## src/verilog/prcs_defines.svh

```systemverilog
// Purpose: constants for the reset-time clock configuration decoder
// Assumes: field codes are captured from the reset configuration word
// Notes: ratios are expressed as integer multiples
`ifndef PRCS_DEFINES_SVH
`define PRCS_DEFINES_SVH
`define PRCS_CORE_P1_D1 4'h0
`define PRCS_CORE_P1_D2 4'h1
`define PRCS_CORE_P2_D1 4'h4
`define PRCS_CORE_P2_D2 4'h5
`define PRCS_MEM_SYNC_CODE 5'h01
`define PRCS_PLAT_MIN 5'h04
`define PRCS_PLAT_MAX 5'h09
`define PRCS_BANK1_LANE_PAIRS 5
`endif

```

## src/verilog/prcs_pkg.sv

```systemverilog
// Purpose: types for the clock configuration decoder
// Assumes: nothing
// Notes: core source enumeration is shared by decoder and top
`default_nettype none
package prcs_pkg;
	typedef enum logic [2:0] {
		PRCS_SRC_NONE = 3'h0,
		PRCS_SRC_P1_D1 = 3'h1,
		PRCS_SRC_P1_D2 = 3'h2,
		PRCS_SRC_P2_D1 = 3'h3,
		PRCS_SRC_P2_D2 = 3'h4
	} prcs_src_t;
	typedef enum logic [3:0] {
		PRCS_ST_IDLE = 4'b0001,
		PRCS_ST_LOAD = 4'b0010,
		PRCS_ST_DONE = 4'b0100,
		PRCS_ST_BAD = 4'b1000
	} prcs_state_t;
endpackage
`default_nettype wire

```

## src/verilog/prcs_core_if.sv

```systemverilog
// Purpose: carries a core complex code and its decoded result
// Assumes: one instance per complex
// Notes: none
`timescale 1ns/1ps
`default_nettype none
interface prcs_core_if;
	import prcs_pkg::*;
	logic [3:0] code;
	logic upper;
	prcs_src_t src;
	logic bad;
	modport dec (input code, input upper, output src, output bad);
	modport top (output code, output upper, input src, input bad);
endinterface
`default_nettype wire

```

## src/verilog/prcs_core_dec.sv

```systemverilog
// Purpose: decodes one core complex clock source select
// Assumes: code is stable while used
// Notes: combinational
`timescale 1ns/1ps
`default_nettype none
`include "prcs_defines.svh"
module prcs_core_dec
	import prcs_pkg::*;
(
	prcs_core_if.dec c
);
	always_comb begin
		c.src = PRCS_SRC_NONE;
		c.bad = 1'b0;
		case (c.code)
			`PRCS_CORE_P1_D1: c.src = PRCS_SRC_P1_D1;
			`PRCS_CORE_P1_D2: begin
				if (c.upper) c.bad = 1'b1;
				else c.src = PRCS_SRC_P1_D2;
			end
			`PRCS_CORE_P2_D1: c.src = PRCS_SRC_P2_D1;
			`PRCS_CORE_P2_D2: begin
				if (c.upper) c.src = PRCS_SRC_P2_D2;
				else c.bad = 1'b1;
			end
			default: c.bad = 1'b1;
		endcase
	end
endmodule // prcs_core_dec
`default_nettype wire

```

## src/verilog/prcs_clock_select.sv

```systemverilog
// Purpose: captures reset configuration fields and decodes clock selections
// Assumes: i_load pulses once while the configuration fields are valid
// Notes: outputs are registered; o_valid or o_invalid rises two cycles after i_load
`timescale 1ns/1ps
`default_nettype none
`include "prcs_defines.svh"
module prcs_clock_select
	import prcs_pkg::*;
(
	input wire logic i_clk,
	input wire logic i_reset_n,
	input wire logic i_load,
	input wire logic [15:0] i_core_clock_source_select,
	input wire logic i_memory_sync,
	input wire logic [4:0] i_memory_pll_ratio,
	input wire logic [4:0] i_platform_pll_ratio,
	input wire logic [2:0] i_bank1_lane_pll_ratio,
	input wire logic [2:0] i_bank2_lane_pll_ratio,
	input wire logic [4:0] i_bank1_lane_divider,
	input wire logic i_bank2_lane_divider,
	input wire logic [1:0] i_packet_engine_clock_select,
	output logic [11:0] o_core_source,
	output logic o_memory_ref_platform,
	output logic [4:0] o_memory_multiple,
	output logic [3:0] o_platform_multiple,
	output logic [5:0] o_bank1_multiple,
	output logic [5:0] o_bank2_multiple,
	output logic [4:0] o_bank1_pair_div2,
	output logic o_bank2_div2,
	output logic [1:0] o_packet_engine_from_cluster_two,
	output logic o_valid,
	output logic o_invalid
);
	prcs_state_t state;
	logic [15:0] core_code;
	logic mem_sync;
	logic [4:0] mem_rat;
	logic [4:0] plat_rat;
	logic [2:0] b1_rat;
	logic [2:0] b2_rat;
	logic [`PRCS_BANK1_LANE_PAIRS-1:0] b1_div;
	logic b2_div;
	logic [1:0] pe_sel;
	logic [3:0] core_bad;
	prcs_src_t core_src [4];
	logic [4:0] next_mem_mult;
	logic [5:0] next_b1_mult;
	logic [5:0] next_b2_mult;
	logic cfg_bad;

	// lane ratio lookup; bank 1 only keeps the common codes
	function automatic logic [5:0] lane_mult(input logic [2:0] code, input logic bank2);
		case (code)
			3'h1: lane_mult = bank2 ? 6'h14 : 6'h00;
			3'h2: lane_mult = 6'h19;
			3'h3: lane_mult = 6'h28;
			3'h4: lane_mult = 6'h32;
			3'h5: lane_mult = bank2 ? 6'h18 : 6'h00;
			3'h6: lane_mult = bank2 ? 6'h1e : 6'h00;
			default: lane_mult = 6'h00;
		endcase
	endfunction

	genvar g;
	generate
		for (g = 0; g < 4; g++) begin : g_core
			prcs_core_if cif ();
			assign cif.code = core_code[4*g +: 4];
			assign cif.upper = (g >= 2) ? 1'b1 : 1'b0;
			assign core_src[g] = cif.src;
			assign core_bad[g] = cif.bad;
			prcs_core_dec u_dec (.c(cif));
		end
	endgenerate

	always_comb begin
		next_mem_mult = 5'h00;
		if (mem_sync) begin
			if (mem_rat == `PRCS_MEM_SYNC_CODE) next_mem_mult = 5'h01;
		end else begin
			case (mem_rat)
				5'h05, 5'h06, 5'h08, 5'h09, 5'h0a, 5'h0c, 5'h0d, 5'h10, 5'h12:
					next_mem_mult = mem_rat;
				default: next_mem_mult = 5'h00;
			endcase
		end
		next_b1_mult = lane_mult(b1_rat, 1'b0);
		next_b2_mult = lane_mult(b2_rat, 1'b1);
	end

	assign cfg_bad = (|core_bad) || (next_mem_mult == 5'h00)
		|| (plat_rat < `PRCS_PLAT_MIN) || (plat_rat > `PRCS_PLAT_MAX)
		|| (next_b1_mult == 6'h00) || (next_b2_mult == 6'h00);

	// capture of the configuration fields
	always_ff @(posedge i_clk or negedge i_reset_n) begin
		if (!i_reset_n) begin
			core_code <= 16'h0000;
			mem_sync <= 1'b0;
			mem_rat <= 5'h00;
			plat_rat <= 5'h00;
			b1_rat <= 3'h0;
			b2_rat <= 3'h0;
			b1_div <= 5'h00;
			b2_div <= 1'b0;
			pe_sel <= 2'h0;
		end else if (i_load && state == PRCS_ST_IDLE) begin
			core_code <= i_core_clock_source_select;
			mem_sync <= i_memory_sync;
			mem_rat <= i_memory_pll_ratio;
			plat_rat <= i_platform_pll_ratio;
			b1_rat <= i_bank1_lane_pll_ratio;
			b2_rat <= i_bank2_lane_pll_ratio;
			b1_div <= i_bank1_lane_divider;
			b2_div <= i_bank2_lane_divider;
			pe_sel <= i_packet_engine_clock_select;
		end
	end

	// sequencing
	always_ff @(posedge i_clk or negedge i_reset_n) begin
		if (!i_reset_n) begin
			state <= PRCS_ST_IDLE;
		end else begin
			case (state)
				PRCS_ST_IDLE: if (i_load) state <= PRCS_ST_LOAD;
				PRCS_ST_LOAD: state <= cfg_bad ? PRCS_ST_BAD : PRCS_ST_DONE;
				PRCS_ST_DONE: state <= PRCS_ST_DONE;
				PRCS_ST_BAD: state <= PRCS_ST_BAD;
				default: state <= PRCS_ST_IDLE;
			endcase
		end
	end

	// decoded outputs
	always_ff @(posedge i_clk or negedge i_reset_n) begin
		if (!i_reset_n) begin
			o_core_source <= 12'h000;
			o_memory_ref_platform <= 1'b0;
			o_memory_multiple <= 5'h00;
			o_platform_multiple <= 4'h0;
			o_bank1_multiple <= 6'h00;
			o_bank2_multiple <= 6'h00;
			o_bank1_pair_div2 <= 5'h00;
			o_bank2_div2 <= 1'b0;
			o_packet_engine_from_cluster_two <= 2'h0;
			o_valid <= 1'b0;
			o_invalid <= 1'b0;
		end else if (state == PRCS_ST_LOAD) begin
			o_core_source <= {core_src[3], core_src[2], core_src[1], core_src[0]};
			o_memory_ref_platform <= mem_sync;
			o_memory_multiple <= next_mem_mult;
			o_platform_multiple <= cfg_bad ? 4'h0 : plat_rat[3:0];
			o_bank1_multiple <= next_b1_mult;
			o_bank2_multiple <= next_b2_mult;
			o_bank1_pair_div2 <= b1_div;
			o_bank2_div2 <= b2_div;
			o_packet_engine_from_cluster_two <= pe_sel;
			o_valid <= ~cfg_bad;
			o_invalid <= cfg_bad;
		end
	end

	a_valid_after_load: assert property (@(posedge i_clk) disable iff (!i_reset_n)
		(state == PRCS_ST_IDLE && i_load) |-> ##2 (o_valid ^ o_invalid))
		else $error("decode result missing two cycles after load");
	a_flags_exclusive: assert property (@(posedge i_clk) disable iff (!i_reset_n)
		!(o_valid && o_invalid))
		else $error("valid and invalid both set");
	a_sync_mem_one: assert property (@(posedge i_clk) disable iff (!i_reset_n)
		(o_valid && o_memory_ref_platform) |-> o_memory_multiple == 5'h01)
		else $error("synchronous memory multiple not one");
	a_plat_range: assert property (@(posedge i_clk) disable iff (!i_reset_n)
		o_valid |-> (o_platform_multiple >= 4'h4 && o_platform_multiple <= 4'h9))
		else $error("platform multiple out of range");
	a_bank1_legal: assert property (@(posedge i_clk) disable iff (!i_reset_n)
		o_valid |-> (o_bank1_multiple inside {6'h19, 6'h28, 6'h32}))
		else $error("bank 1 multiple illegal");
	a_bank2_legal: assert property (@(posedge i_clk) disable iff (!i_reset_n)
		o_valid |-> o_bank2_multiple != 6'h00)
		else $error("bank 2 multiple zero while valid");
	a_pe_follows: assert property (@(posedge i_clk) disable iff (!i_reset_n)
		$rose(o_valid) |-> o_packet_engine_from_cluster_two == $past(pe_sel))
		else $error("packet engine select not taken");
	a_div_follows: assert property (@(posedge i_clk) disable iff (!i_reset_n)
		$rose(o_valid) |-> (o_bank1_pair_div2 == $past(b1_div)
		&& o_bank2_div2 == $past(b2_div)))
		else $error("lane dividers not taken");
	a_core_legal: assert property (@(posedge i_clk) disable iff (!i_reset_n)
		o_valid |-> (o_core_source[2:0] != 3'h0 && o_core_source[11:9] != 3'h0))
		else $error("core source none while valid");

	// checks on the decoded results
	a_mem_async_legal: assert property (@(posedge i_clk) disable iff (!i_reset_n)
		(o_valid && !o_memory_ref_platform) |-> (o_memory_multiple inside {5'h05, 5'h06,
		5'h08, 5'h09, 5'h0a, 5'h0c, 5'h0d, 5'h10, 5'h12}))
		else $error("asynchronous memory multiple illegal");
	a_core_pair_legal: assert property (@(posedge i_clk) disable iff (!i_reset_n)
		o_valid |-> (o_core_source[5:3] != 3'h0 && o_core_source[8:6] != 3'h0
		&& o_core_source[2:0] != 3'h4 && o_core_source[5:3] != 3'h4
		&& o_core_source[8:6] != 3'h2 && o_core_source[11:9] != 3'h2))
		else $error("core source not allowed for its complex");
	a_invalid_plat_zero: assert property (@(posedge i_clk) disable iff (!i_reset_n)
		o_invalid |-> o_platform_multiple == 4'h0)
		else $error("platform multiple shown while invalid");
	a_result_stands: assert property (@(posedge i_clk) disable iff (!i_reset_n)
		(o_valid || o_invalid) |=> ($stable(o_valid) && $stable(o_invalid)
		&& $stable(o_core_source) && $stable(o_memory_multiple)))
		else $error("decoded result changed before reset");
	a_ref_follows: assert property (@(posedge i_clk) disable iff (!i_reset_n)
		(o_valid || o_invalid) |-> o_memory_ref_platform == mem_sync)
		else $error("memory reference select not taken");
	a_bank_zero_bad: assert property (@(posedge i_clk) disable iff (!i_reset_n)
		(o_bank1_multiple == 6'h00 || o_bank2_multiple == 6'h00) |-> !o_valid)
		else $error("reserved lane ratio accepted");
	a_mem_zero_bad: assert property (@(posedge i_clk) disable iff (!i_reset_n)
		(o_memory_multiple == 5'h00) |-> !o_valid)
		else $error("reserved memory ratio accepted");
	a_idle_quiet: assert property (@(posedge i_clk) disable iff (!i_reset_n)
		(state == PRCS_ST_IDLE) |-> (!o_valid && !o_invalid))
		else $error("result shown before any load");
	a_plat_follows: assert property (@(posedge i_clk) disable iff (!i_reset_n)
		$rose(o_valid) |-> o_platform_multiple == $past(plat_rat[3:0]))
		else $error("platform multiple not taken");
	a_bank1_map: assert property (@(posedge i_clk) disable iff (!i_reset_n)
		o_valid |-> o_bank1_multiple == ((b1_rat == 3'h2) ? 6'h19
		: (b1_rat == 3'h3) ? 6'h28 : 6'h32))
		else $error("bank 1 multiple does not match its code");
endmodule // prcs_clock_select
`default_nettype wire

```

## config.mk

```make
export PLATFORM = sky130hd
export DESIGN_NAME = prcs_clock_select
export DESIGN_NICKNAME = d
export VERILOG_FILES = /design/src/verilog/prcs_pkg.sv /design/src/verilog/prcs_core_if.sv /design/src/verilog/prcs_core_dec.sv /design/src/verilog/prcs_clock_select.sv
export VERILOG_INCLUDE_DIRS = /design/src /design/src/verilog
export SDC_FILE = /design/constraint.sdc
export NUM_CORES = 1
export LEC_CHECK = 0
export BUFFER_PORTS_ARGS = -buffer_cell sky130_fd_sc_hd__buf_2
export CAP_MARGIN = 0
export CORE_ASPECT_RATIO = 1.75
export CORE_MARGIN = 5
export CORE_UTILIZATION = 45
export CTS_CLUSTER_DIAMETER = 60
export CTS_CLUSTER_SIZE = 14
export DETAILED_ROUTE_END_ITERATION = 6
export HOLD_SLACK_MARGIN = 0.08
export PLACE_DENSITY = 0.69
export SETUP_SLACK_MARGIN = 0.15
export SYNTH_ARGS = -nofsm -noshare
export SYNTH_HDL_FRONTEND = slang
export SYNTH_SLANG_ARGS = --single-unit
```

## constraint.sdc

```tcl
create_clock -name i_clk -period 3.05 [get_ports i_clk]
set_clock_uncertainty 0.05 [all_clocks]
set_input_delay 0.4575 -clock i_clk [delete_from_list [all_inputs] [get_ports i_clk]]
set_output_delay 0.4575 -clock i_clk [all_outputs]
set_load 0.03 [all_outputs]
```

==> metrics.txt, run 1 <==
die width 78.67 um; Hold Buf Count CTS 0; layout overhead on the synthesized area 21.43%; filler cell count 724; max-slew violation count 0; CP Cell Sequence nor2_1, nand3b_1, buf_4, o41ai_1; setup bufs post-CTS 0; area of the multi-input gates 1455 sq um; clock-pin slew on the worst setup and hold paths 0.06 ns; Psw 1955 uW; FP Rows 44; Initial Util 45.27%; FF-to-FF Start state[3]$_DFFE_PN0P_; Tmin final 2.005 ns; Pleak 0.002160 uW; RSZ-0062 raised after global routing no; Seq cells post-synth 86; CP max FO 25; Antenna diodes 0; Final ANT Viol Nets 0; CTS tree done; register area 2153 sq um; logic gate share of total power 36.2%; worst hold-check slack 0.07793 ns; EDFF count, synth 0; peak supply drop 0.5998 mV; slowest library cell on the worst path nand3b_1; Final Worst Setup Slack 1.045 ns; synth unique cells 41; GR Layer Usage met2 28.24%; I/O Buffers 84; die height 130.2 um; sequential area share after synthesis 57.99%; Primary FF master, synth dfrtp_1; Synth top area share 57.28%; Post-Synth XOR/XNOR Area 1.887%; total gr overflow 0; mux cell area share after synthesis 12.43%; run status complete, no violations; global-route wire length before repair 12820 um; endpoints failing hold 0; vias in the first global route 2686; top post-synthesis cells by count dfrtp_1 (85), nand2_1 (62), mux2_1 (40), nor2_1 (18), buf_2 (11); total CTS buffers 9; post-CTS sizing 0; Simple-Gate Fraction of Synth Area 13.68%; # IOs 88; worst reg2reg setup slack 1.04 ns; worst skew pair latency 0.33 ns; Int Power 2991 uW; CTS H-Tree Depth 3; Root Buffer clkbuf_16; max_cap viols 0; Synth Area in Adders 0%; Post-Syn Area per Cell 11.36 sq um; Synth area leaders dfrtp_1 (57%), mux2_1 (12%), nand2_1 (6.3%), nor2_1 (1.8%), o41ai_1 (1.7%); TritonRoute pass-1 iters 4; worst rel slew slack 57.44%; worst-margin pin slew 0.6373 ns; routed length per instance 15.89 um; Avg Vias per Cell 5.323; pre-CTS setup slack 1.084 ns; CTS sink count 86; nets 455; Setup CP Type flip-flop to flip-flop; vias 2699; Ys Warns 0; post-synthesis compound-gate area fraction 10.51%; initial antenna violation count 0; GPL Wtd Cong 0.7890; Mapped Area 3714 sq um; CP max stage delay 0.47 ns; crit path to o_core_source[1]$_DFFE_PN0P_; layout cells sized above 1 27.23%; DR iter-0 viols 132; Worst Hold Class primary input to asynchronous set/reset pin; half-perimeter wire length after placement 5834 um; Worst Setup End Kind flip-flop; post-synthesis async set-or-reset flop share 100.0%; reg2reg end o_core_source[1]$_DFFE_PN0P_; R2R cell count 4; CP Data Arrival Time 2.18 ns; largest family of logic cells by synthesized area simple AND/OR/NAND/NOR gates; CTS Buffer Depth 2; aggregate routed wire length 8055 um; Total GRT Usage 16.57%; DR DRC count 0; Max Freq 498.7 MHz; die footprint 10240 sq um; most used routing layer met2; Clock power frac 21.4%; final worst path period share 65.75%; switching share of total power 39.52%; worst setup path start state[3]$_DFFE_PN0P_; GR Layer Usage met1 19.20%; CP required 3.22 ns; share of power burned in registers 42.4%; area leader, netlist dfrtp_1; Core ar. 8203 sq um; setup violators final 0; largest net degree at the start of global routing 49; Cells after Synth 327; cell with the most instances after synthesis dfrtp_1; Worst setup SP type flip-flop; PwrDens 1097 nW/um^2; post-route setup TNS 0 ns; GR Util met3 2.693%
==> power groups by stage <==
stage / registers, uW / clock network [uW] / logic, uW
after floorplan: 2310 / 0 / 1050
after global placement: 2090 / 0 / 1770
after detailed placement: 2110 / 0 / 1810
after CTS: 2100 / 1080 / 1820
after global routing: 2170 / 1130 / 1960
final: 2100 / 1060 / 1790
==> worst min-delay path by stage <==
| stage | start | endpoint | slack, ns | cells after the start |
|---|---|---|---|---|
| 2_1_floorplan | i_reset_n | b1_div[0]$_DFFE_PN0P_ | 0.11 | 0 |
| 3_3_place_gp | b1_div[4]$_DFFE_PN0P_ | o_bank1_pair_div2[4]$_DFFE_PN0P_ | 0.39 | 2 |
| 3_5_place_dp | b1_div[2]$_DFFE_PN0P_ | o_bank1_pair_div2[2]$_DFFE_PN0P_ | 0.40 | 2 |
| 4_1_cts | i_reset_n | core_code[8]$_DFFE_PN0P_ | 0.10 | 1 |
| 5_1_grt | i_reset_n | core_code[9]$_DFFE_PN0P_ | 0.13 | 1 |
| 6_report | i_reset_n | core_code[6]$_DFFE_PN0P_ | 0.08 | 1 |
==> per-stage QoR <==
stage | total power, uW | cells | util, % | cell area (sq um)
finish | 4946 | 507 | 54.97 | 4509
global route | 5258 | 507 | 54.97 | 4509
CTS | 4997 | 507 | 54.97 | 4509
detailed placement | 3921 | 492 | 51.51 | 4225
global placement | 3857 | 492 | 51.51 | 4225
floorplan | 3368 | 329 | - | 3721
==> sequential cells by signal (all words and copies together) (netlist names), 4 cells and up <==
register / count
o_platform_multiple: 4
b1_div: 5
mem_rat: 5
o_bank1_pair_div2: 5
state: 4
o_memory_multiple: 5
o_bank2_multiple: 6
o_bank1_multiple: 5
plat_rat: 5
core_code: 16
o_core_source: 10
==> cells in the final DEF, fill, tap and decap left out, drive strengths merged, types with 5 or more instances in the layout <==
cell      n
xnor2     7
nor2     18
clkbuf   14
inv       7
a2111oi   5
a21oi    10
o31ai     8
buf      91
mux2     41
nand2    62
o21ai    12
dfrtp    85
nand3     8
o41ai     7
==> cells by family after synthesis <==
kind of cell / Yosys count
compound gates: 53
xor+xnor: 8
buf+inv: 27
flops: 86
mux: 41
other cells: 1
simple gates: 111
==> worst max-delay path: cells and delay by family, from the launching register on <==
kind                   cells  cell delay [ns]
AO/OA/AOI/OAI              1             0.33
buffers and inverters      1             0.41
flip-flops                 1             0.45
AND/OR/NAND/NOR            2             0.65
==> metal layers <==
layer	part of all wire, %	vias up
met3	4.0	18
met2	52	59
met4	3.5	0
li1	-	1305
met5	0	-
met1	40	1317
==> layout make-up <==
class / count / area share [%]
clock buffers: 14 / 5.633
repair buffers: 91 / 10.54
multi-input cells: 216 / 32.27
well taps: 92 / 2.553
clock inverters: 1 / 0.6659
flip-flops and latches: 86 / 47.75
inverters: 7 / 0.5827
No activity file was read; power rests on OpenSTA's default activity.
==> run 2, diff against run 1 <==
Clock period 3.05 ns to 1.93 ns, I/O delays scaled along.
==> run 2 against run 1 <==
- first-iteration DRC count rose by 14%
- routed wire length up 3.0%
- sequential power increased by 59%
- critical path type unchanged
- highest routed layer unchanged
==> metrics.txt, run 2 (synthesis gave the netlist of run 1 again) <==
filler cell count 723; aggregate routed wire length 8295 um; Initial Util 45.27%; final worst path period share 90.29%; worst-margin pin slew 0.5576 ns; CTS Buffer Depth 2; max FFs per register 16; Antenna diodes 0; GR Util met3 3.798%; PwrDens 1709 nW/um^2; worst skew pair latency 0.34 ns; Regs by FF count core_code x16, o_core_source x10, o_bank2_multiple x6; Max Freq 573.9 MHz; max_cap viols 0; routed length per instance 16.17 um; total power 7825 uW; Top reg by flops core_code; Tmin final 1.743 ns; total gr overflow 0; GR Layer Usage met2 28.59%; Pleak 0.002193 uW; CTS H-Tree Depth 3; vias 2739; Worst Hold Class primary input to flip-flop; most used routing layer met2; GPL Wtd Cong 0.7888; layout overhead on the synthesized area 23.28%; peak supply drop 0.8267 mV; commonest cells after routing, fill and taps aside dfrtp_1 (84), buf_2 (83), nand2_1 (62); CP max FO 5; total CTS buffers 9; DR iter-0 viols 151; vias in the first global route 2750; max-slew violation count 0; Final ANT Viol Nets 0; layout cells sized above 1 28.50%; half-perimeter wire length after placement 6062 um; worst rel slew slack 62.76%; die footprint 10240 sq um; Avg Vias per Cell 5.339; worst hold-check slack 0.1134 ns; CTS sink count 86; DR DRC count 0; CTS tree done; GR Layer Usage met1 20.44%; dpl cell area 4293 sq um; CP Data Arrival Time 1.93 ns; clock-pin slew on the worst setup and hold paths 0.06 ns; Worst Setup End Kind flip-flop; setup violators final 0; FP Rows 44; post-route setup TNS 0 ns; initial antenna violation count 0; Worst setup SP type flip-flop; Setup CP Type flip-flop to flip-flop; TritonRoute pass-1 iters 4; nets 460; I/O Buffers 84; Core ar. 8203 sq um; commonest non-fill, non-tap cell in the layout dfrtp_1; Root Buffer clkbuf_16; global-route wire length before repair 13330 um; endpoints failing hold 0; die width 78.67 um; Total GRT Usage 16.90%; Final Cell Area 4578 sq um; run status complete, no violations; CP required 2.12 ns; die height 130.2 um; RSZ-0062 raised after global routing yes; # IOs 88; largest net degree at the start of global routing 42
## run 2: cell types whose count changed in the layout (fill, tap and decap cells not counted), sizes merged
cell | previous run | this run
bufinv | 1 | 0
dlygate4sd3 | 0 | 1
buf | 91 | 95
clkinv | 0 | 1
clkbuf | 14 | 15
## run 2: critical path, stage by stage (launching register included)
cell       delay, ns
dfrtp_1         0.40
or3b_4          0.44
a2111oi_1       0.40
nand4_1         0.14
o31ai_1         0.21
## run 2: power by group
part	total (uW)	leakage, uW	internal [uW]	switching (uW)
Sequential	3330	0.00107	2580	747
Combinational	2950	0.000997	1190	1750
Clock	1550	0.000128	907	638
Total	7820	0.00219	4690	3140
## run 2: per-layer routing
layer | wire length [um] | vias up
met4 | 204 | 0
met5 | 0 | -
met1 | 3386 | 1343
met2 | 4356 | 63
met3 | 346 | 14
li1 | - | 1319
## run 2: layout make-up
type                       instances  area (sq um)  share of cell area [%]
clock buffer                      15         257.7                   5.630
clock inverter                     1         5.005                  0.1093
inverter                           7         26.28                  0.5739
multi-input combinational        216          1466                   32.03
sequential                        86          2155                   47.06
tap                               92         115.1                   2.514
timing repair buffer              96         553.0                   12.08
## run 2: timing repair
item	4_1_cts	5_1_grt
hold buffers	1	0
gates resized for setup	0	3
buffers inserted	0	0
endpoints found under the hold margin	37	0
endpoints found under the setup margin	0	6
## run 2: worst paths after layout
kind	start	endpoint	slack (ns)	cells after the start
setup reg to reg	plat_rat[2]$_DFFE_PN0P_	o_platform_multiple[2]$_DFFE_PN0P_	0.19	4
min in group asynchronous	i_reset_n	core_code[11]$_DFFE_PN0P_	0.42	2
hold / removal	i_memory_pll_ratio[1]	mem_rat[1]$_DFFE_PN0P_	0.11	2
setup / recovery	plat_rat[2]$_DFFE_PN0P_	o_platform_multiple[2]$_DFFE_PN0P_	0.19	4
hold reg to reg	b1_div[1]$_DFFE_PN0P_	o_bank1_pair_div2[1]$_DFFE_PN0P_	0.41	2
max in group asynchronous	i_reset_n	b1_div[1]$_DFFE_PN0P_	0.81	3
## run 2: per-stage QoR
step / instances / util, % / worst slack [ns]
detailed placement: 496 / 52.33 / 0.2093
floorplan: 329 / - / 0.3056
CTS: 513 / 55.66 / 0.1972
finish: 513 / 55.81 / 0.1874
global route: 513 / 55.81 / 0.1261
global placement: 496 / 52.33 / 0.2467
==> run 3, diff against run 2 <==
Settings changed: CORE_ASPECT_RATIO 1.75 to 0.7, CTS_BUF_LIST set to sky130_fd_sc_hd__clkbuf_8.
==> run 3 against run 2 <==
- final cell count is 5.7% higher
- utilization is 4.1 points higher
- total power is 1.7% lower
- largest power group unchanged
- sequential cell count stayed put
- worst hold slack worse by 0.015 ns
- routed wire length is 3.8% higher
==> metrics.txt, run 3 (synthesis gave the netlist of run 1 again) <==
run status complete, no violations; worst reg2reg setup slack 0.21 ns; FP Rows 27; layout overhead on the synthesized area 28.13%; TritonRoute pass-1 iters 4; share of power burned in registers 43.5%; Pleak 0.002263 uW; post-route setup TNS 0 ns; Total GRT Usage 17.66%; vias in the first global route 2846; aggregate routed wire length 8613 um; Setup CP Type flip-flop to flip-flop; GPL Wtd Cong 0.7324; max-slew violation count 0; Max Freq 580.6 MHz; worst skew pair latency 0.36 ns; PwrDens 1616 nW/um^2; peak supply drop 0.8720 mV; vias 2833; die footprint 10200 sq um; Antenna diodes 0; Int Power 4490 uW; Final ANT Viol Nets 0; CTS H-Tree Depth 3; pre-CTS setup slack 0.1704 ns; Worst Setup End Kind flip-flop; DR iter-0 viols 126; Tmin final 1.722 ns; half-perimeter wire length after placement 6024 um; initial antenna violation count 0; setup violators final 0; Top reg by flops core_code; layout cells sized above 1 29.93%; final core utilization 59.94%; final worst path period share 89.24%; die height 86.01 um; RSZ-0062 raised after global routing no; die width 118.6 um; Avg Vias per Cell 5.227; worst rel slew slack 61.12%; CP required 2.13 ns; nets 480; max_cap viols 0; CP Data Arrival Time 1.92 ns; Core ar. 7939 sq um; logic gate share of total power 40.4%; CP max FO 8; total power 7689 uW; CTS sink count 86; worst-margin pin slew 0.5801 ns; CTS tree done; Worst Hold Class primary input to flip-flop; DR DRC count 0; I/O Buffers 84; Root Buffer clkbuf_8; switching share of total power 41.61%; endpoints failing hold 0; Clock power frac 16.1%; Post-Place Cells 504; Layout Cells excl Fill 542; Worst setup SP type flip-flop; global-route wire length before repair 14320 um; Initial Util 46.78%; total gr overflow 0; routed length per instance 15.89 um; Psw 3199 uW; clock-pin slew on the worst setup and hold paths 0.08 ns; commonest cells after routing, fill and taps aside dfrtp_1 (83), buf_2 (83), nand2_1 (62); CTS Buffer Depth 2; largest net degree at the start of global routing 45; # IOs 88; max FFs per register 16; Final Worst Setup Slack 0.2077 ns; Regs by FF count core_code x16, o_core_source x10, o_bank2_multiple x6; total CTS buffers 9
## run 3: layer usage
metal / global-route usage [%] / up-vias / wire [um]
li1: - / 1361 / -
met1: 24.35 / 1380 / 4007
met2: 26.55 / 81 / 3876
met3: 6.790 / 11 / 637
met4: 4.119 / 0 / 91
met5: 0 / - / 0
## run 3: metrics by stage
| step | instance area [sq um] | hold WS (ns) |
|---|---|---|
| CTS | 4669 | 0.08053 |
| finish | 4758 | 0.09847 |
| global route | 4758 | 0.08027 |
| floorplan | 3721 | -0.05609 |
| global placement | 4297 | 0.1513 |
| detailed placement | 4297 | 0.1560 |
## run 3: worst paths after layout
kind | from | to | cells past startpoint
max | mem_rat[3]$_DFFE_PN0P_ | state[3]$_DFFE_PN0P_ | 4
min in group asynchronous | i_reset_n | o_bank1_pair_div2[2]$_DFFE_PN0P_ | 2
max reg2reg | mem_rat[3]$_DFFE_PN0P_ | state[3]$_DFFE_PN0P_ | 4
min reg2reg | b2_div$_DFFE_PN0P_ | o_bank2_div2$_DFFE_PN0P_ | 2
max in group asynchronous | i_reset_n | mem_rat[1]$_DFFE_PN0P_ | 3
min | i_platform_pll_ratio[4] | plat_rat[4]$_DFFE_PN0P_ | 2
## run 3: timing repair
action,CTS,global route
setup buffers,0,4
setup endpoints to repair,0,24
resized for setup,0,11
hold buffers,18,0
hold endpoints to repair,37,0
## run 3: area by class of cell
cell class | count | area (sq um)
fill | 674 | 3181
sequential | 86 | 2156
multi-input combinational | 216 | 1511
timing repair buffer | 116 | 745.7
clock buffer | 10 | 137.6
tap | 101 | 126.4
clock inverter | 6 | 55.05
inverter | 7 | 26.28
## run 3: power by group through the flow
stage / logic (uW) / registers, uW / clock network, uW
2_1_floorplan: 1670 / 3660 / 0
3_3_place_gp: 2870 / 3300 / 0
3_5_place_dp: 2960 / 3340 / 0
4_1_cts: 3000 / 3310 / 1280
5_1_grt: 3420 / 3470 / 1360
6_report: 3110 / 3340 / 1240
## run 3: worst max-delay path, stage by stage, from the launching register on
cell and delay, ns:
dfrtp_2 0.46, nand3b_1 0.21, a2111oi_4 0.43, a211oi_4 0.13, o31a_1 0.33
